==> config.mk <==
export PLATFORM = sky130hd
export DESIGN_NAME = dsar_readout
export DESIGN_NICKNAME = d
export VERILOG_FILES = /design/src/hw/dsar_pkg.sv /design/src/hw/dsar_readout.sv
export SDC_FILE = /design/constraint.sdc
export NUM_CORES = 1
export LEC_CHECK = 0
export ABC_AREA = 1
export BUFFER_PORTS_ARGS = -buffer_cell sky130_fd_sc_hd__buf_2
export CORE_ASPECT_RATIO = 0.6
export CORE_UTILIZATION = 40
export CTS_BUF_LIST = sky130_fd_sc_hd__clkbuf_4
export DETAILED_ROUTE_END_ITERATION = 10
export PLACE_DENSITY = 0.67
export SLEW_MARGIN = 0
export SYNTH_ARGS = -nofsm -noshare
export SYNTH_HDL_FRONTEND = slang
export SYNTH_SLANG_ARGS = --single-unit
==> constraint.sdc <==
create_clock -name sys_clk -period 1.35 [get_ports sys_clk]
set_input_delay 0.135 -clock sys_clk [delete_from_list [all_inputs] [get_ports sys_clk]]
set_output_delay 0.135 -clock sys_clk [all_outputs]
set_load 0.02 [all_outputs]
==> src/hw/dsar_pkg.sv <==
// constants for the differential sar converter serial readout
package dsar_pkg;
  localparam int unsigned RES_BITS   = 14;
  localparam int unsigned NULL_BITS  = 2;
  localparam int unsigned FRAME_BITS = NULL_BITS + RES_BITS;
  localparam int unsigned CNT_W      = 5;
  localparam logic [4:0]  CNT_RST    = 5'h00;
  localparam logic [13:0] RES_RST    = 14'h0000;
  // serial clock limits, kHz, and the 40 ns system clock period
  localparam int unsigned SYS_CLK_KHZ  = 25000;
  localparam int unsigned SCLK_MIN_KHZ = 900;
  localparam int unsigned SCLK_MAX_KHZ = 4500;
  // shortest sclk half period in system cycles, rounded down
  localparam int unsigned SCLK_HALF_MIN_CYC = SYS_CLK_KHZ / (2 * SCLK_MAX_KHZ);
  typedef enum logic [2:0] {
    DSAR_TRACK  = 3'b001,
    DSAR_CONV   = 3'b010,
    DSAR_HOLD   = 3'b100
  } dsar_state_t;
endpackage

==> src/hw/dsar_readout.sv <==
// serial conversion and readout logic of the differential sar converter
// Summary of operation
// - select falling edge starts a conversion
// - select high: track mode, no conversion
// - frame: two null bits, fourteen bits msb first
// - data changes on sclk fall, sampled rising
// - sclk alone steps the approximation
// - result is two's complement
// - frame carries its own conversion, no latency
`timescale 1ns/1ps
`default_nettype none
module dsar_readout
  import dsar_pkg::*;
#(
  parameter int unsigned RES_W = RES_BITS
) (
  // clock and reset
  input  wire logic             sys_clk,
  input  wire logic             rst,
  // serial link, sampled on sys_clk
  input  wire logic             cs_n,
  input  wire logic             sclk,
  output logic                  dout,
  // comparator from analog core: 1 when input above trial level
  input  wire logic             cmp_above,
  // analog core control
  output logic [RES_W-1:0]      dac_trial_q,
  output logic                  track_q,
  output logic                  busy_q,
  // finished result and its strobe
  output logic [RES_W-1:0]      result_q,
  output logic                  result_valid_q
);
  // frame control
  dsar_state_t      state_q;
  logic [CNT_W-1:0] cnt_q;

  // previous samples of the host pins
  logic             cs_n_q;
  logic             sclk_q;

  // approximation register and serial output
  logic [RES_W-1:0] sar_q;
  logic             dout_q;

  // decoded events
  logic             cs_fall;
  logic             sclk_fall;
  logic             conv_step;
  logic             bit_step;
  logic             last_step;
  logic [CNT_W-1:0] bit_idx;

  assign cs_fall   = cs_n_q && !cs_n;
  assign sclk_fall = sclk_q && !sclk && !cs_n;

  // one approximation step per falling sclk while converting
  assign conv_step = (state_q == DSAR_CONV) && sclk_fall;

  // steps after the two nulls decide one result bit each
  assign bit_step  = conv_step && (cnt_q >= CNT_W'(NULL_BITS));

  // the sixteenth fall decides the lsb and closes the frame
  assign last_step = conv_step && (cnt_q == CNT_W'(FRAME_BITS - 1));

  // msb index still being decided once nulls are out
  assign bit_idx   = CNT_W'(FRAME_BITS) - 5'h01 - cnt_q;

  // select history; idle high so no false start after reset
  always_ff @(posedge sys_clk) begin
    if (rst) begin
      cs_n_q <= 1'b1;
    end else begin
      cs_n_q <= cs_n;
    end
  end

  // sclk history; a fall only counts while select is low
  always_ff @(posedge sys_clk) begin
    if (rst) begin
      sclk_q <= 1'b0;
    end else begin
      sclk_q <= sclk;
    end
  end

  // frame state: select high always returns to track, which aborts a cut frame
  always_ff @(posedge sys_clk) begin
    if (rst) begin
      state_q <= DSAR_TRACK;
    end else if (cs_n) begin
      state_q <= DSAR_TRACK;
    end else begin
      unique case (state_q)
        DSAR_TRACK: begin
          if (cs_fall) begin
            state_q <= DSAR_CONV;
          end
        end
        DSAR_CONV: begin
          if (last_step) begin
            state_q <= DSAR_HOLD;
          end
        end
        DSAR_HOLD: begin
          // extra sclk edges after the lsb are ignored
          state_q <= DSAR_HOLD;
        end
      endcase
    end
  end

  // falling sclk edge counter inside the frame
  always_ff @(posedge sys_clk) begin
    if (rst || cs_n || cs_fall) begin
      cnt_q <= CNT_RST;
    end else if (conv_step) begin
      cnt_q <= cnt_q + 5'h01;
    end
  end

  // successive approximation, one bit per sclk fall after the nulls.
  // the trial level is offset binary; msb inverted gives two's complement.
  for (genvar b = 0; b < RES_W; b++) begin : g_bit

    // decided bit b, cleared at every frame start
    always_ff @(posedge sys_clk) begin
      if (rst || cs_n || cs_fall) begin
        sar_q[b] <= RES_RST[b];
      end else if (bit_step && bit_idx == CNT_W'(b)) begin
        sar_q[b] <= cmp_above;
      end
    end

    // trial bit b: tried at one just after the bit above is decided
    always_ff @(posedge sys_clk) begin
      if (rst || cs_n) begin
        dac_trial_q[b] <= RES_RST[b];
      end else if (cs_fall) begin
        dac_trial_q[b] <= (b == RES_W - 1) ? 1'b1 : 1'b0;
      end else if (bit_step && bit_idx == CNT_W'(b)) begin
        dac_trial_q[b] <= cmp_above;
      end else if (bit_step && bit_idx == CNT_W'(b + 1)) begin
        dac_trial_q[b] <= 1'b1;
      end
    end

  end

  // serial out: nulls, then each bit as soon as it is decided.
  // no buffer: the bit leaves on the same fall that decides it.
  always_ff @(posedge sys_clk) begin
    if (rst || cs_n || cs_fall) begin
      dout_q <= 1'b0;
    end else if (conv_step) begin
      if (cnt_q < CNT_W'(NULL_BITS)) begin
        dout_q <= 1'b0;
      end else if (cnt_q == CNT_W'(NULL_BITS)) begin
        dout_q <= ~cmp_above;                         // sign bit
      end else begin
        dout_q <= cmp_above;
      end
    end
  end

  // result capture once the lsb is decided; a cut frame keeps the old one
  always_ff @(posedge sys_clk) begin
    if (rst) begin
      result_q <= RES_RST;
    end else if (last_step) begin
      result_q <= {~sar_q[RES_W-1], sar_q[RES_W-2:1], cmp_above};
    end
  end

  // one-cycle strobe beside the new result
  always_ff @(posedge sys_clk) begin
    if (rst) begin
      result_valid_q <= 1'b0;
    end else begin
      result_valid_q <= last_step;
    end
  end

  // track mode follows select directly
  always_ff @(posedge sys_clk) begin
    if (rst) begin
      track_q <= 1'b1;
    end else begin
      track_q <= cs_n;
    end
  end

  // busy from select low until the lsb is out
  always_ff @(posedge sys_clk) begin
    if (rst) begin
      busy_q <= 1'b0;
    end else begin
      busy_q <= !cs_n && state_q != DSAR_HOLD;
    end
  end

  // pin comes straight from its flip-flop
  assign dout = dout_q;

endmodule
`default_nettype wire

## Yosys cells after proc, flatten, opt, wreduce, memory -nomap -nowiden

Index checks and enable logic that the tools add are counted.
W data, S select, Z words.

| cells by class | value |
|---|---|
| $lt $le $gt $ge | 2 |
| add/sub/neg operators | 2 |
| reduce and logical (&&, ||, !) cells | 44 |
| multiplexer cells | 34 |
| eq/ne operators | 22 |
| bitwise gates (word level) | 2 |

Operators by type and width:

| kind | count |
|---|---|
| $eq A5 B4 Y1 const B | 8 |
| $mux W1 | 31 |
| $reduce_bool A2 Y1 | 13 |
| $logic_and A1 B1 Y1 | 22 |
| $eq A5 B3 Y1 const B | 4 |
| $eq A5 B2 Y1 const B | 3 |
| $pmux W3 S3 | 1 |
| $mux W3 | 2 |
| $add A5 B1 Y5 const B | 1 |
| $eq A5 B1 Y1 const B | 1 |
| $ge A5 B2 Y1 const B | 1 |
| $logic_not A5 Y1 | 1 |
| $lt A5 B2 Y1 const B | 1 |
| $sub A4 B5 Y5 const A | 1 |
| $ne A2 B2 Y1 const B | 2 |
| $reduce_or A2 Y1 | 2 |
| $eq A3 B1 Y1 const B | 1 |
| $eq A3 B2 Y1 const B | 1 |
| $eq A3 B3 Y1 const B | 1 |
| $ne A3 B3 Y1 const B | 1 |
| $reduce_bool A3 Y1 | 1 |
| $logic_not A1 Y1 | 2 |
| $logic_or A1 B1 Y1 | 2 |
| $not A1 Y1 | 2 |
| $reduce_and A2 Y1 | 1 |

| storage, ports and cells | value |
|---|---|
| register bits after elaboration | 54 |

## Logic depth before layout (Yosys ltp)

| logic depth | value |
|---|---|
| depth in word-level cells | 9 |
| mapped depth | 10 |

## Least setup slack after synthesis

No wires, ideal clock.

| path | value |
|---|---|
| path type | flip-flop to flip-flop |
| start point | register cnt_q[0] |
| end point | register dac_trial_q[5] |
| period minus slack after synthesis | 1.410 ns |
| data arrival time | 1.294 ns |
| path buffers | 0 |
| stages on the path, launching flop included | 8 |
| setup slack | -0.060 ns |
| path through | dfxtp_1 inv_1 ha_1 inv_1 nor2_1 nand4_1 o21ai_1 nor2_1 |

| on the way | value |
|---|---|
| word-level cells in the longest chain between the ends | 4 |

Ends and longest elaborated chain:

| what | line | source |
|---|---|---|
| from (decl) | dsar_readout.sv:36 | `logic [CNT_W-1:0] cnt_q;` |
| from (signal assigned) | dsar_readout.sv:118 | `cnt_q <= cnt_q + 5'h01;` |
| $sub A4 B5 Y5 (*) | dsar_readout.sv:67 | `assign bit_idx = CNT_W'(FRAME_BITS) - 5'h01 - cnt_q;` |
| net bit_idx[0] | dsar_readout.sv:52 | `logic [CNT_W-1:0] bit_idx;` |
| $eq A5 B3 Y1, on equally long branches | dsar_readout.sv:141, dsar_readout.sv:143 |  |
| $logic_and A1 B1 Y1, on equally long branches | dsar_readout.sv:141, dsar_readout.sv:143 |  |
| $mux W1 or $reduce_bool A2 Y1 (tied branches) | n/a |  |
| to (signal, indexed assignment) | dsar_readout.sv:138 | `dac_trial_q[b] <= RES_RST[b];` |
| to (signal, indexed assignment) | dsar_readout.sv:140 | `dac_trial_q[b] <= (b == RES_W - 1) ? 1'b1 : 1'b0;` |
| to (signal, indexed assignment) | dsar_readout.sv:142 | `dac_trial_q[b] <= cmp_above;` |
| to (decl) | dsar_readout.sv:27 | `output logic [RES_W-1:0] dac_trial_q,` |

The timed path passes the listed nets; every way through them passes the cells marked *.
A chain may end at the register's enable or synchronous reset.

## Worst setup path after layout

| path | value |
|---|---|
| start point | register cnt_q[1] |
| end point | register sar_q[8] |

| on the way | value |
|---|---|
| word-level cells in the longest chain between the ends | 3 |

Ends and longest elaborated chain:

| what | line | source |
|---|---|---|
| $sub A4 B5 Y5 or $ge A5 B2 Y1 (tied branches) | dsar_readout.sv:67, dsar_readout.sv:61 |  |
| $eq A5 B4 Y1 or $logic_and A1 B1 Y1 (tied branches) | dsar_readout.sv:130, dsar_readout.sv:61 |  |
| $logic_and A1 B1 Y1 (*) | dsar_readout.sv:130 | `end else if (bit_step && bit_idx == CNT_W'(b)) begin` |
| to (signal, indexed assignment) | dsar_readout.sv:129 | `sar_q[b] <= RES_RST[b];` |
| to (signal, indexed assignment) | dsar_readout.sv:131 | `sar_q[b] <= cmp_above;` |
| to (decl) | dsar_readout.sv:43 | `logic [RES_W-1:0] sar_q;` |

Every way passes the cells marked *; elsewhere a longest branch is shown, timed or not.

==> impl_metrics.csv <==
group,metric,value,unit
status,outcome,"finished, violations left",
status,violations,"setup timing",
sta,finalHoldViolations,0,
sta,finalCriticalPeriod,1.48,ns
clocking,clk_pin_slew,0.16,ns
power,cellLeakagePower,1.61,nW
sta,relSlewSlack,0.802,
final_layout,fillers,484,
drt,drt_wl_total,7.64,mm
power,power.total,2.46,mW
hold_path,hold_path_class,"in -> reg",
sta,maxSlewViolCount,0,
global_route,grt_pass1_wl,10.3,mm
global_route,grt.busiest_layer,"met2",
setup_path,path_cells,"inv_4, buf_6, nand3_4, buf_4, nand4_1, o21ai_2, nor2_1",
floorplanning,fp.dieW,102,µm
global_route,grt_pass1_vias,2192,
clocking,clk_latency,0.38,ns
sta,fin_worst_skew,0.00791,ns
drt,final_antenna_net_count,0,
sta,grt_setup_unrepaired,"yes",
floorplanning,fp.coreArea,5650,µm²
clocking,cts_sinks,54,
sta,setup_violations,43,
drt,drtIter0Drc,180,
power,ir_drop,0.366,mV
yosys,synthSimpleGateAreaFrac,0.311,
yosys,seq_area_frac_synth,0.454,
global_route,antenna_found_initial,0,
sta,setup_slack,-0.127,ns
yosys,synth_top_family_by_area,"simple AND/OR/NAND/NOR gates",
yosys,synthAdderAreaFrac,0.0262,
global_route,grt_util_met2,0.333,
final_layout,diodes,0,
yosys,synth_seq_cells,54,
yosys,synthCells,341,
global_route,overflow,0,
final_layout,drive_gt1_frac,0.428,
drt,routed_via_density,4.99,
flow_run,maxCapViolations,0,
setup_path,rrSetupSlack,-0.13,ns
yosys,synth.avg_cell_area,6.99,µm²
hold_path,hp-start,"cs_n",
place,dp_hpwl,4.56,mm
floorplanning,die_area,6280,µm²
clocking,numCtsBuffers,5,
global_route,grt_max_degree,18,
floorplanning,fp.dieH,61.8,µm
setup_path,cp-start-kind,"register",
setup_path,r2r_end,"sar_q[8]",
floorplanning,ioPinCount,37,
setup_path,crit_slowest_cell,"dfxtp_4",
setup_path,cp.required,1.64,ns
sta,fmax,0.677,GHz
yosys,ys_types,23,
yosys,synth-xor-area-share,0.00367,
clocking,clk_root_buffer_cell,"clkbuf_4",
final_layout,nets,453,
final_layout,area_growth,50.4,%
global_route,grt_use_met1,0.310,
clocking,htree_levels,2,
global_route,gr-usage-all-layers,0.217,
hold_path,min_to,"state_q[0]",
clocking,cts_tree,"yes",
drt,firstDrtPassIters,6,
drt,drc,0,
global_route,use_met3,0.0481,
floorplanning,initial_core_util,0.422,
sta,fin_setup_tns,-3.15,ns
power,power-per-cell-area,686,nW/µm²
setup_path,worstReg2RegStart,"cnt_q[1]",
yosys,yosysWarnings,0,
sta,tightest_slew,0.295,ns
yosys,synth_area,2380,µm²
sta,period_share,1.09,
setup_path,arrival,1.77,ns
floorplanning,rows,21,
drt,wl_per_cell,14.6,µm
setup_path,crit_type,"reg -> reg",
setup_path,reg2regPathDepth,7,
setup_path,cp_max_fo,5,
yosys,synthMuxAreaShare,0,
place,io_buffers,36,
setup_path,end_kind,"register",
hold_path,holdPathStages,4,
yosys,synth_compound_area_frac,0.0898,
clocking,ctsLongestPathBuffers,2,
yosys,syn-num-nets,351,
drt,vias,2616,
setup_path,critPathMaxStageDelay,0.41,ns
place,gp_congestion,0.958,
-- state kept, by name (all words and copies together) (netlist names) --
name / count
busy_q: 1
cnt_q: 5
state_q: 3
sclk_q: 1
sar_q: 13
dac_trial_q: 14
result_q: 14
result_valid_q: 1
dout: 1
track_q: 1
-- placed cells by master, fill, tap and decap left out, types with 5 or more instances in the layout --
cell,count
dfxtp_1,47
buf_4,47
inv_1,46
nor2_1,44
nand2_1,43
buf_2,36
a21oi_1,22
nand2_2,21
nand3_1,20
buf_6,17
nand4_1,12
inv_2,9
nor2_4,8
nor2_2,7
o21ai_1,6
clkbuf_4,6
o21ai_2,5
-- cell type report --
type,count,area [µm²],share of cell area
multi-input cells,218,1290,0.359
flip-flops and latches,54,1100,0.307
repair buffers,106,812,0.226
inverters,58,228,0.0635
well taps,80,100,0.0279
clock buffers,5,37.5,0.0105
clock inverters,3,20.0,0.00558
-- power by group --
group	total [mW]	switching (mW)	leakage (nW)	internal (mW)
Sequential	1.60	0.00676	0.441	1.60
Combinational	0.124	0.0769	1.14	0.0467
Clock	0.733	0.528	0.0292	0.205
-- cell families after synthesis --
| group | count (synthesis) |
|---|---|
| flops | 54 |
| simple gates | 170 |
| xor+xnor | 1 |
| fa+ha+maj | 5 |
| compound gates | 42 |
| buf+inv | 69 |
-- through the flow --
step,area [µm²],setup WS (ns),hold WS [ns],util,instances
final,3590,-0.127,0.0712,0.635,524
after global routing,3590,-0.199,0.0752,0.635,524
after CTS,3350,-0.0378,0.0591,0.594,516
after detailed placement,2990,-0.330,0.368,0.529,495
after global placement,2990,-0.266,0.360,0.529,495
after floorplan,2390,-0.000933,0.240,-,341
-- synth_stat cells --
cell / count / share of area
inv_2: 1 / 0.0016
nor2_2: 3 / 0.0079
nor3_1: 6 / 0.013
o21ai_1: 7 / 0.015
nor2_4: 1 / 0.0047
nor2_1: 55 / 0.087
nor4_1: 1 / 0.0026
xor2_1: 1 / 0.0037
o21ai_0: 8 / 0.017
o21bai_1: 1 / 0.0032
buf_1: 1 / 0.0016
nand4_1: 12 / 0.031
dfxtp_1: 54 / 0.45
clkbuf_1: 2 / 0.0032
buf_4: 3 / 0.0094
nor4_4: 1 / 0.0089
ha_1: 5 / 0.026
a31oi_1: 1 / 0.0026
nand3_1: 24 / 0.050
a21oi_1: 25 / 0.052
buf_2: 5 / 0.010
nand2_1: 67 / 0.11
inv_1: 57 / 0.090
-- worst max-delay path by stage --
stage	start	endpoint
2_1_floorplan	cnt_q[4]	dac_trial_q[11]
3_3_place_gp	cnt_q[0]	dac_trial_q[11]
3_5_place_dp	cnt_q[0]	dac_trial_q[11]
4_1_cts	cnt_q[0]	result_q[4]
5_1_grt	state_q[2]	sar_q[8]
6_report	cnt_q[1]	sar_q[8]
-- layer usage --
layer | share of wire | vias to the layer above
li1 | - | 1275
met1 | 0.47 | 1197
met2 | 0.43 | 119
met3 | 0.073 | 25
met4 | 0.030 | 0
met5 | 0 | -
-- what timing repair did --
item                                    in CTS  in global routing
gates cloned                                 2                  2
setup buffers                                9                  6
hold buffers                                 2                  0
pin swaps                                   16                 25
hold endpoints to repair                     2                  0
endpoints found under the setup margin      42                 44
gates resized for setup                     68                 51
-- worst max-delay path: cells and delay by family (launching register included) --
kind                   cells  cell delay (ns)
buffers and inverters      3             0.33
AND/OR/NAND/NOR            3             0.41
flip-flops                 1             0.41
AO/OA/AOI/OAI              1             0.23
No activity file was read; power rests on OpenSTA's default activity.
